## config.mk

```make
export PLATFORM = sky130hd
export DESIGN_NAME = adc_input_mux_sequencer
export DESIGN_NICKNAME = d
export VERILOG_FILES = /design/src/inc/adc_seq_pkg.sv /design/src/conv_clk_div.sv /design/src/scan_pick.sv /design/src/adc_input_mux_sequencer.sv
export SDC_FILE = /design/constraint.sdc
export NUM_CORES = 1
export LEC_CHECK = 0
export BUFFER_PORTS_ARGS = -buffer_cell sky130_fd_sc_hd__buf_2
export CAP_MARGIN = 20
export CORE_MARGIN = 2
export CORE_UTILIZATION = 35
export CTS_BUF_LIST = sky130_fd_sc_hd__clkbuf_4
export CTS_CLUSTER_SIZE = 24
export DETAILED_ROUTE_END_ITERATION = 16
export RECOVER_POWER = 25
export SYNTH_ARGS = -nofsm -noshare
export SYNTH_HDL_FRONTEND = slang
export SYNTH_SLANG_ARGS = --single-unit
export TNS_END_PERCENT = 30
```

## constraint.sdc

```tcl
create_clock -name mclk_i -period 3.37 [get_ports mclk_i]
set_clock_uncertainty 0.2 [all_clocks]
set_input_delay 0.337 -clock mclk_i [delete_from_list [all_inputs] [get_ports mclk_i]]
set_output_delay 0.337 -clock mclk_i [all_outputs]
set_load 0.02 [all_outputs]
```

## src/inc/adc_seq_pkg.sv

```systemverilog
// Shared constants for the converter input mux and sequencer
package adc_seq_pkg;
	// Register word addresses on the plain register port
	localparam logic [3:0] ADDR_CTRL_ONE = 4'h0; // Module on, trigger, sampling bits
	localparam logic [3:0] ADDR_CTRL_TWO = 4'h1; // Channels, scan, rate, alternate
	localparam logic [3:0] ADDR_CTRL_THREE = 4'h2; // Auto-sample and conversion clock divide
	localparam logic [3:0] ADDR_MUX_SEL = 4'h3; // Input mux select
	localparam logic [3:0] ADDR_PIN_CFG = 4'h4; // Pin analog config
	localparam logic [3:0] ADDR_SCAN_MASK = 4'h5; // Scan input mask
	localparam logic [3:0] ADDR_STATUS = 4'h6; // Live sequencer state
	localparam logic [3:0] ADDR_BUF_BASE = 4'h8; // Result buffer window, 8 words
	// Reset values
	localparam logic [15:0] RST_REG = 16'h0000;
	// Control one field positions
	localparam int C1_ON = 15;
	localparam int C1_TRIG_LO = 5;
	localparam int C1_SIMULTANEOUS_SAMPLE = 3;
	localparam int C1_AUTO_SAMPLE = 2;
	localparam int C1_SAMPLE_ENABLE = 1;
	localparam int C1_DONE = 0;
	// Control two field positions
	localparam int C2_SCAN = 10;
	localparam int C2_CHANNELS_PER_SAMPLE_LO = 8;
	localparam int C2_RATE_LO = 2;
	localparam int C2_ALT = 0;
	// Control three field positions
	localparam int C3_SAMC_LO = 8;
	localparam int C3_DIV_LO = 0;
	// Mux select field positions within one byte
	localparam int MX_NEG13_LO = 6;
	localparam int MX_POS13 = 5;
	localparam int MX_NEG0 = 4;
	localparam int MX_POS0_LO = 0;
	localparam int MX_B_OFS = 8;
	// Trigger source codes
	localparam logic [2:0] TRIG_MANUAL = 3'h0;
	localparam logic [2:0] TRIG_EXT0 = 3'h1;
	localparam logic [2:0] TRIG_EXT1 = 3'h2;
	localparam logic [2:0] TRIG_EXT2 = 3'h3;
	localparam logic [2:0] TRIG_AUTO = 3'h7;
	// Timing: conversion length in conversion clock periods
	localparam int CONV_PERIODS = 12;
	localparam int BUF_DEPTH = 16;
	// Mux codes for channel inputs: 0..15 analog input, 16 negative reference, 17 ground
	localparam logic [4:0] SEL_VREF_NEG = 5'h10;
	localparam logic [4:0] SEL_GND = 5'h11;
endpackage

```

## src/conv_clk_div.sv

```systemverilog
// Conversion clock divider producing a one-cycle tick per conversion clock period
`timescale 1ns/1ns
`default_nettype none
module conv_clk_div #(
	parameter int W = 6
) (
	input wire logic mclk_i,
	input wire logic arst_n_i,
	input wire logic run_i,
	input wire logic [W-1:0] div_i,
	output logic tick_o
);
	logic [W-1:0] cnt_q; // Cycles into current period

	initial begin
		if (W < 1) $error("divider width too small");
	end

	// Period is div_i+1 main clocks; held at zero when idle so timing restarts clean
	always_ff @(posedge mclk_i or negedge arst_n_i) begin
		if (!arst_n_i) begin
			cnt_q <= '0;
			tick_o <= 1'b0;
		end else if (!run_i) begin
			cnt_q <= '0;
			tick_o <= 1'b0;
		end else if (cnt_q >= div_i) begin
			cnt_q <= '0;
			tick_o <= 1'b1;
		end else begin
			cnt_q <= cnt_q + 1'b1;
			tick_o <= 1'b0;
		end
	end
endmodule
`default_nettype wire

```

## src/scan_pick.sv

```systemverilog
// Picks the lowest set bit of a mask at or above a start index
`timescale 1ns/1ns
`default_nettype none
module scan_pick #(
	parameter int N = 16
) (
	input wire logic [N-1:0] mask_i,
	input wire logic [$clog2(N)-1:0] from_i,
	output logic found_o,
	output logic [$clog2(N)-1:0] idx_o
);
	initial begin
		if (N < 2) $error("scan width too small");
	end

	// Search from the top down so the lowest hit wins
	always_comb begin
		found_o = 1'b0;
		idx_o = '0;
		for (int i = N - 1; i >= 0; i--) begin
			if (mask_i[i] && (i >= int'(from_i))) begin
				found_o = 1'b1;
				idx_o = i[$clog2(N)-1:0];
			end
		end
	end
endmodule
`default_nettype wire

```

## src/adc_input_mux_sequencer.sv

```systemverilog
// Converter input mux selection, pin configuration and sample/convert sequencer
`timescale 1ns/1ns
`default_nettype none
module adc_input_mux_sequencer #(
	parameter int DIV_W = 6
) (
	input wire logic mclk_i,
	input wire logic arst_n_i,
	input wire logic [3:0] addr_i,
	input wire logic [15:0] wdata_i,
	input wire logic wr_i,
	input wire logic rd_i,
	output logic [15:0] rdata_o,
	input wire logic [2:0] hw_trig_i, // Hardware trigger events, from pins
	input wire logic [9:0] result_i, // Converter result, same clock
	output logic [4:0] ch0_pos_o, // Channel 0 positive mux code
	output logic [4:0] ch0_neg_o,
	output logic [14:0] ch13_pos_o, // Channels 1..3 positive codes, 5 bits each
	output logic [14:0] ch13_neg_o,
	output logic [3:0] track_o, // Per channel: sample/hold connected to input
	output logic convert_o, // Converter running
	output logic [1:0] conv_ch_o, // Channel being converted
	output logic [15:0] pin_digital_mode_o, // One per pin: digital, port read enabled
	output logic irq_o // One-cycle interrupt pulse
);
	import adc_seq_pkg::*;

	typedef enum logic [3:0] {
		ST_IDLE = 4'b0001,
		ST_SAMPLE = 4'b0010,
		ST_CONVERT = 4'b0100,
		ST_NEXT = 4'b1000
	} seq_state_t;

	logic [15:0] ctrl1_q, ctrl2_q, ctrl3_q; // Control registers
	logic [15:0] input_mux_select_q, pin_analog_config_q, scan_input_mask_q;
	logic [9:0] result_buffer_q [BUF_DEPTH]; // Result storage, flip-flops
	seq_state_t st_q;
	logic [3:0] tad_cnt_q; // Conversion clock periods elapsed
	logic [4:0] samc_cnt_q; // Auto-convert interval counter
	logic [1:0] ch_q; // Channel converted now
	logic [3:0] wr_idx_q; // Result write index
	logic [3:0] seq_cnt_q; // Sequences since last interrupt
	logic use_b_q; // Alternation phase, B when set
	logic [3:0] scan_pos_q; // Next scan search start
	logic [2:0] trig_s1_q, trig_s2_q, trig_s3_q; // Trigger synchroniser and edge history
	logic sample_enable_fall; // Software ended sampling
	logic tad_tick;
	logic trig_fire;
	logic scan_found;
	logic [3:0] scan_idx;
	logic [1:0] last_ch;
	logic [7:0] mux_byte;
	logic [4:0] ch0_pos_d;

	initial begin
		if (DIV_W != 6) $error("divider width must be 6");
	end

	// Field aliases
	wire on = ctrl1_q[C1_ON];
	wire [2:0] trig_sel = ctrl1_q[C1_TRIG_LO +: 3];
	wire simultaneous_sample = ctrl1_q[C1_SIMULTANEOUS_SAMPLE];
	wire auto_sample = ctrl1_q[C1_AUTO_SAMPLE];
	wire sample_enable = ctrl1_q[C1_SAMPLE_ENABLE];
	wire scan_en = ctrl2_q[C2_SCAN];
	wire [1:0] channels_per_sample = ctrl2_q[C2_CHANNELS_PER_SAMPLE_LO +: 2];
	wire [3:0] rate = ctrl2_q[C2_RATE_LO +: 4];
	wire alt = ctrl2_q[C2_ALT];
	wire [4:0] samc = ctrl3_q[C3_SAMC_LO +: 5];

	// Last channel of a sequence from channels-per-sample
	assign last_ch = channels_per_sample[1] ? 2'd3 : (channels_per_sample[0] ? 2'd1 : 2'd0);

	// Active mux byte: B upper, A lower
	assign mux_byte = use_b_q ? input_mux_select_q[MX_B_OFS +: 8] : input_mux_select_q[7:0];

	scan_pick #(.N(16)) u_scan (
		.mask_i(scan_input_mask_q),
		.from_i(scan_pos_q),
		.found_o(scan_found),
		.idx_o(scan_idx)
	);

	conv_clk_div #(.W(DIV_W)) u_div (
		.mclk_i(mclk_i),
		.arst_n_i(arst_n_i),
		.run_i(on && !(st_q == ST_SAMPLE && trig_fire)), // period restarts with the conversion
		.div_i(ctrl3_q[C3_DIV_LO +: DIV_W]),
		.tick_o(tad_tick)
	);

	// Hardware trigger pins: two-stage synchroniser plus edge history
	always_ff @(posedge mclk_i or negedge arst_n_i) begin
		if (!arst_n_i) begin
			trig_s1_q <= '0;
			trig_s2_q <= '0;
			trig_s3_q <= '0;
		end else begin
			trig_s1_q <= hw_trig_i;
			trig_s2_q <= trig_s1_q;
			trig_s3_q <= trig_s2_q;
		end
	end

	// Software clear of sample enable seen on the bus write
	assign sample_enable_fall = wr_i && addr_i == ADDR_CTRL_ONE && sample_enable && !wdata_i[C1_SAMPLE_ENABLE];

	// Trigger selection
	always_comb begin
		case (trig_sel)
			TRIG_MANUAL: trig_fire = sample_enable_fall;
			TRIG_EXT0: trig_fire = trig_s2_q[0] && !trig_s3_q[0];
			TRIG_EXT1: trig_fire = trig_s2_q[1] && !trig_s3_q[1];
			TRIG_EXT2: trig_fire = trig_s2_q[2] && !trig_s3_q[2];
			TRIG_AUTO: trig_fire = tad_tick && samc_cnt_q >= samc;
			default: trig_fire = 1'b0; // Reserved codes never trigger
		endcase
	end

	// Channel 0 positive selection: scan overrides setting A only
	always_comb begin
		if (scan_en && !use_b_q && scan_found) begin
			ch0_pos_d = {1'b0, scan_idx};
		end else begin
			ch0_pos_d = {1'b0, mux_byte[MX_POS0_LO +: 4]};
		end
	end

	// Mux outputs, with digital pins forced to ground
	always_ff @(posedge mclk_i or negedge arst_n_i) begin
		if (!arst_n_i) begin
			ch0_pos_o <= SEL_VREF_NEG;
			ch0_neg_o <= SEL_VREF_NEG;
			ch13_pos_o <= {3{SEL_VREF_NEG}};
			ch13_neg_o <= {3{SEL_VREF_NEG}};
			pin_digital_mode_o <= '0;
		end else begin
			pin_digital_mode_o <= pin_analog_config_q;
			ch0_pos_o <= pin_analog_config_q[ch0_pos_d[3:0]] ? SEL_GND : ch0_pos_d;
			if (mux_byte[MX_NEG0]) begin
				ch0_neg_o <= pin_analog_config_q[1] ? SEL_GND : 5'h01;
			end else begin
				ch0_neg_o <= SEL_VREF_NEG;
			end
			for (int c = 0; c < 3; c++) begin
				logic [3:0] p;
				logic [3:0] n;
				p = mux_byte[MX_POS13] ? 4'(c + 3) : 4'(c);
				n = mux_byte[MX_NEG13_LO] ? 4'(c + 9) : 4'(c + 6);
				ch13_pos_o[c*5 +: 5] <= pin_analog_config_q[p] ? SEL_GND : {1'b0, p};
				if (mux_byte[MX_NEG13_LO + 1]) begin
					ch13_neg_o[c*5 +: 5] <= pin_analog_config_q[n] ? SEL_GND : {1'b0, n};
				end else begin
					ch13_neg_o[c*5 +: 5] <= SEL_VREF_NEG;
				end
			end
		end
	end

	// Sequencer: sample, then convert each channel for 12 periods
	always_ff @(posedge mclk_i or negedge arst_n_i) begin
		if (!arst_n_i) begin
			st_q <= ST_IDLE;
			tad_cnt_q <= '0;
			ch_q <= '0;
		end else if (!on) begin
			st_q <= ST_IDLE;
			tad_cnt_q <= '0;
			ch_q <= '0;
		end else begin
			case (st_q)
				ST_IDLE: begin
					if (sample_enable || auto_sample) begin
						st_q <= ST_SAMPLE;
					end
				end
				ST_SAMPLE: begin
					if (trig_fire) begin
						st_q <= ST_CONVERT;
						tad_cnt_q <= '0;
						ch_q <= '0;
					end else if (!sample_enable && !auto_sample) begin
						st_q <= ST_IDLE;
					end
				end
				ST_CONVERT: begin
					if (tad_tick) begin
						if (tad_cnt_q == 4'(CONV_PERIODS - 1)) begin
							tad_cnt_q <= '0;
							if (ch_q == last_ch) begin
								st_q <= ST_NEXT;
							end else begin
								ch_q <= ch_q + 2'd1;
							end
						end else begin
							tad_cnt_q <= tad_cnt_q + 4'd1;
						end
					end
				end
				ST_NEXT: begin
					st_q <= auto_sample ? ST_SAMPLE : ST_IDLE;
				end
				default: st_q <= ST_IDLE;
			endcase
		end
	end

	wire conv_end = st_q == ST_CONVERT && tad_tick && tad_cnt_q == 4'(CONV_PERIODS - 1);
	wire seq_end = conv_end && ch_q == last_ch;
	wire irq_now = seq_end && seq_cnt_q == rate;

	// Track/hold and conversion outputs
	always_ff @(posedge mclk_i or negedge arst_n_i) begin
		if (!arst_n_i) begin
			track_o <= '0;
			convert_o <= 1'b0;
			conv_ch_o <= '0;
		end else begin
			convert_o <= st_q == ST_CONVERT;
			conv_ch_o <= ch_q;
			for (int c = 0; c < 4; c++) begin
				if (c > int'(last_ch)) begin
					track_o[c] <= 1'b0;
				end else if (st_q == ST_SAMPLE) begin
					track_o[c] <= 1'b1;
				end else if (st_q == ST_CONVERT && !simultaneous_sample) begin
					track_o[c] <= c > int'(ch_q); // later channels still sample
				end else begin
					track_o[c] <= 1'b0;
				end
			end
		end
	end

	// Auto-convert interval counter in conversion clock periods
	always_ff @(posedge mclk_i or negedge arst_n_i) begin
		if (!arst_n_i) begin
			samc_cnt_q <= '0;
		end else if (st_q != ST_SAMPLE) begin
			samc_cnt_q <= '0;
		end else if (tad_tick && samc_cnt_q != 5'h1f) begin
			samc_cnt_q <= samc_cnt_q + 5'd1;
		end
	end

	// Results, write index, interrupt rate, scan and alternation
	always_ff @(posedge mclk_i or negedge arst_n_i) begin
		if (!arst_n_i) begin
			wr_idx_q <= '0;
			seq_cnt_q <= '0;
			use_b_q <= 1'b0;
			scan_pos_q <= '0;
			irq_o <= 1'b0;
			for (int i = 0; i < BUF_DEPTH; i++) begin
				result_buffer_q[i] <= '0;
			end
		end else begin
			irq_o <= irq_now;
			if (conv_end) begin
				result_buffer_q[wr_idx_q] <= result_i;
				wr_idx_q <= irq_now ? 4'd0 : wr_idx_q + 4'd1;
			end
			if (seq_end) begin
				seq_cnt_q <= irq_now ? 4'd0 : seq_cnt_q + 4'd1;
			end
			if (!alt) begin
				use_b_q <= 1'b0;
			end else if (seq_end) begin
				use_b_q <= !use_b_q;
			end
			if (irq_now) begin
				scan_pos_q <= '0;
			end else if (seq_end && scan_en && !use_b_q && scan_found) begin
				scan_pos_q <= scan_idx + 4'd1;
			end
		end
	end

	// Register writes; hardware set/clear of sample and done bits wins over software
	always_ff @(posedge mclk_i or negedge arst_n_i) begin
		if (!arst_n_i) begin
			ctrl1_q <= RST_REG;
			ctrl2_q <= RST_REG;
			ctrl3_q <= RST_REG;
			input_mux_select_q <= RST_REG;
			pin_analog_config_q <= RST_REG;
			scan_input_mask_q <= RST_REG;
		end else begin
			if (wr_i) begin
				case (addr_i)
					ADDR_CTRL_ONE: ctrl1_q <= wdata_i & 16'h80ef;
					ADDR_CTRL_TWO: ctrl2_q <= wdata_i & 16'h073d;
					ADDR_CTRL_THREE: ctrl3_q <= wdata_i & 16'h1f3f;
					ADDR_MUX_SEL: input_mux_select_q <= wdata_i;
					ADDR_PIN_CFG: pin_analog_config_q <= wdata_i;
					ADDR_SCAN_MASK: scan_input_mask_q <= wdata_i;
					default: ;
				endcase
			end
			if (st_q == ST_SAMPLE && trig_fire) begin
				ctrl1_q[C1_SAMPLE_ENABLE] <= 1'b0; // Sampling ended
				ctrl1_q[C1_DONE] <= 1'b0;
			end else if (st_q == ST_NEXT && auto_sample) begin
				ctrl1_q[C1_SAMPLE_ENABLE] <= 1'b1;
			end
			if (seq_end) begin
				ctrl1_q[C1_DONE] <= 1'b1;
			end
		end
	end

	// Read data, one cycle after the strobe; unmapped reads as zero
	always_ff @(posedge mclk_i or negedge arst_n_i) begin
		if (!arst_n_i) begin
			rdata_o <= '0;
		end else if (rd_i) begin
			case (addr_i)
				ADDR_CTRL_ONE: rdata_o <= ctrl1_q;
				ADDR_CTRL_TWO: rdata_o <= ctrl2_q;
				ADDR_CTRL_THREE: rdata_o <= ctrl3_q;
				ADDR_MUX_SEL: rdata_o <= input_mux_select_q;
				ADDR_PIN_CFG: rdata_o <= pin_analog_config_q;
				ADDR_SCAN_MASK: rdata_o <= scan_input_mask_q;
				ADDR_STATUS: rdata_o <= {st_q, seq_cnt_q, wr_idx_q, ch_q, use_b_q, convert_o};
				default: begin
					if (addr_i[3]) begin
						rdata_o <= {6'h00, result_buffer_q[{1'b0, addr_i[2:0]}]};
					end else begin
						rdata_o <= '0;
					end
				end
			endcase
		end else begin
			rdata_o <= '0;
		end
	end
endmodule
`default_nettype wire

```

==> results by group <==
Logic synthesis
  – Syn_area_per_cell: 12.7 um2
  – Synth async-reset ratio: 100%
  – Number of flops mapped to enable cells by yosys: 0
  – Synth cell count leaders: dfrtp_1 (260), mux2_2 (167), nand2_1 (65)
  – Synthesized instance count: 991
  – Yosys reg bits: 269
  – Post-synth top area share: 51.8%
  – Synth Flop Type: dfrtp_1
  – Post-Syn Area: 12600 um2
  – Synth area leader: dfrtp_1
  – Register area share after synthesis: 53.7%
  – Synth unique cells: 87
  – Count leader, synth: dfrtp_1
  – Synth warn: 0
  – Synth top area cells: dfrtp_1 (52%), mux2_2 (15%), mux4_2 (3.6%)

Place
  – Hpwl dp: 24400 um
  – GP Congestion: 0.876
  – Place WS: -102 ps
  – Number of cells in the design after placement: 1576
  – Number of I/O port buffers: 107

Global route
  – Initial antenna violation count: 3
  – GRT Overall Usage: 18.7%
  – GR Overflow Total: 0
  – Met2 Track Usage GR: 29.1%
  – Top Usage Layer GRT: met2
  – Met1 Usage GRT: 24.6%
  – First-pass GRT wire length: 54600 um
  – Vias in the first global route: 9287
  – Largest net degree at the start of global routing: 97
  – Met3 Use GR: 4.53%

Setup path
  – Setup slack, reg-to-reg: 190 ps
  – Worst reg2reg endpoint: ch0_pos_o[0]
  – Slowest CP cell: dfrtp_2
  – Crit end category: register
  – Crit Path Class: reg2reg
  – Buffers & Inverters on Critical Path: 0
  – Critical Path Max Stage Delay: 490 ps
  – FF-to-FF Start: scan_pos_q[0]
  – R2R depth: 10
  – Delay-heaviest family, CP: compound AO/OA/AOI/OAI gates
  – WP data arrival: 3550 ps
  – Critical path fanouts, max: 12
  – WP data required: 3740 ps
  – Crit path launch type: register
  – Critical path depth: 10
  – Cell chain of the critical path: and4b_1 > or3_4 > a32oi_1 > o221ai_2 > mux2_4 > a211oi_2 > a211oi_2 > a22oi_2 > o221ai_2 > or2_1

Routing
  – Vias after detailed routing: 9153
  – Iteration-0 DRC Markers: 668
  – Router iterations before antenna repair: 5
  – Total Wirelength: 35000 um
  – Wire per inst: 20.0 um
  – Drc violations: 0
  – Vias/cell: 5.22
  – Detail Route Antenna Nets: 0

Timing
  – Pins Over Slew Limit: 0
  – Fmax: 0.314 GHz
  – RSZ-0062 raised after global routing: false
  – Final setup viols: 0
  – Least-Margin Pin Slew: 1420 ps
  – Final Hold Fails: 0
  – Final Critical Period: 3180 ps
  – Max_slew headroom: 5.18%
  – Setup ws final: 190 ps
  – Fin crit share: 94.4%
  – Final hold slack: 76.4 ps

Floorplan
  – # rows: 69
  – Die H: 193 um
  – Core outline area: 35500 um2
  – Top-Level Pins: 117
  – Initial Util: 35.4%
  – Die width: 193 um
  – Die Footprint: 37400 um2

Clocking
  – Clk_lat worst skew: 750 ps
  – Clock Path Buffers: 3
  – TritonCTS clock tree: yes
  – Root Buffer: clkbuf_4
  – Sink Count: 269
  – CTS Buf Count: 76
  – Clock-pin slew on the worst setup and hold paths: 60 ps
  – Max H-tree Level: 3

Pwr
  – P_int: 6.16 mW
  – Gate power share: 22.1%
  – Overall power: 9.07 mW
  – VDD IR-drop max: 0.348 mV
  – Clk pwr share: 32.3%
  – Switching pwr: 2.91 mW
  – Proportion of power drawn by flip-flops and latches: 45.5%
  – Leak pwr: 6.94 nW
  – Net Sw Frac: 32.1%
  – Power Density: 593 nW/um2

Min path
  – Hold path depth: 2
  – Hold Path Class: in2reg
  – Endpoint, Worst Hold: trig_s1_q[0]
  – Hold_sp: hw_trig_i[0]

Finish
  – Ratio of cells with drive above 1 in the final layout: 40.0%
  – Synthesis-to-layout area growth: 21.8%
  – Nets: 1300
  – Non-filler cells, final: 1753

Run
  – Max_cap viols: 0

Outcome
  – Outcome: complete, no violations
[worst reg2reg max path, cell delays in order (launching register included)]
cell      delay, ps
dfrtp_2         490
and4b_1         230
or3_4           370
a32oi_1         300
o221ai_2        240
mux2_4          350
a211oi_2        230
a211oi_2         80
a22oi_2         180
o221ai_2        140
or2_1           230
[flip-flops by register name (all words and copies together) (netlist names), 5 cells and up]
signal               cells
ch0_pos_o                5
ch13_neg_o              13
ch13_pos_o              10
ctrl1_q                  8
ctrl2_q                  8
ctrl3_q                 11
input_mux_select_q      16
pin_analog_config_q     16
pin_digital_mode_o      16
rdata_o                 16
result_buffer_q         80
samc_cnt_q               5
scan_input_mask_q       16
u_div.cnt_q              6
[cells in the final DEF, fill, tap and decap left out, types with 5 or more instances in the layout]
master / instances
a21o_1: 6
mux2i_1: 23
a31oi_1: 9
buf_4: 52
dfrtp_1: 257
nand3_1: 18
and2_1: 6
ha_1: 24
clkinv_1: 9
mux4_2: 20
buf_2: 106
o21a_1: 5
nand3b_1: 6
a21oi_1: 28
o21ai_0: 17
dfstp_2: 8
nand2_1: 64
a221oi_1: 7
nor3_1: 14
nor2_1: 48
o211ai_1: 5
nor2b_1: 10
xor2_1: 12
dlygate4sd3_1: 39
a22oi_1: 35
nand2b_1: 17
conb_1: 9
inv_1: 33
mux2_2: 166
clkbuf_4: 112
[area by class of cell]
cell class | count | area [um2]
Clock buffer | 110 | 826
Inverter | 33 | 124
Fill cell | 3338 | 20200
Clock inverter | 17 | 93.8
Antenna cell | 4 | 10.0
Tap cell | 461 | 577
Timing Repair Buffer | 203 | 1370
Multi-Input combinational cell | 656 | 5550
Sequential cell | 269 | 6750
[routing by layer]
layer | share of wire [%] | wire length (um)
met5 | 0 | 0
met4 | 3.6 | 1250
met3 | 6.0 | 2080
met2 | 47 | 16300
met1 | 44 | 15300
[power groups by stage]
| stage | clock, mW | combinational [mW] | sequential, mW |
|---|---|---|---|
| 6_report | 2.93 | 2.01 | 4.13 |
| 2_1_floorplan | 0 | 1.12 | 4.22 |
| 5_1_grt | 3.23 | 2.19 | 4.19 |
| 3_5_place_dp | 0 | 1.95 | 4.19 |
| 4_1_cts | 3.05 | 2.00 | 4.13 |
| 3_3_place_gp | 0 | 1.92 | 4.18 |
[per-stage QoR]
step	utilization, %	TNS (ps)	area (um2)
after floorplan	-	0	12600
after global placement	39.2	0	13900
after detailed placement	39.2	-102	13900
after CTS	43.0	0	15200
after global routing	43.1	0	15300
final	43.1	0	15300
[repair_timing]
item	in CTS	in global routing
hold buffers	39	0
buffers inserted	3	4
resized for setup	1	11
endpoints found under the hold margin	319	0
setup endpoints to repair	1	5
pin swaps	1	1
[worst max path at each step]
stage                  startpoint           end
floorplan           scan_pos_q[0]  ch0_pos_o[0]
global route        scan_pos_q[0]  ch0_pos_o[0]
finish              scan_pos_q[0]  ch0_pos_o[0]
CTS                 scan_pos_q[1]  ch0_pos_o[0]
detailed placement  scan_pos_q[1]  ch0_pos_o[0]
global placement    scan_pos_q[1]  ch0_pos_o[0]
[cell families (layout without fill, tap and decap cells)]
kind of cell / Yosys count / in the layout / synth area share [%]
AO/OA/AOI/OAI: 174 / 174 / 10.7
buffers and inverters: 74 / 363 / 2.72
adder cells (fa/ha/maj): 24 / 24 / 2.39
other: 1 / 13 / 0.0298
XOR/XNOR: 16 / 16 / 1.12
AND/OR/NAND/NOR: 222 / 222 / 8.89
flip-flops: 269 / 269 / 53.7
multiplexers: 211 / 211 / 20.5
(Power assumes the default switching activity.)
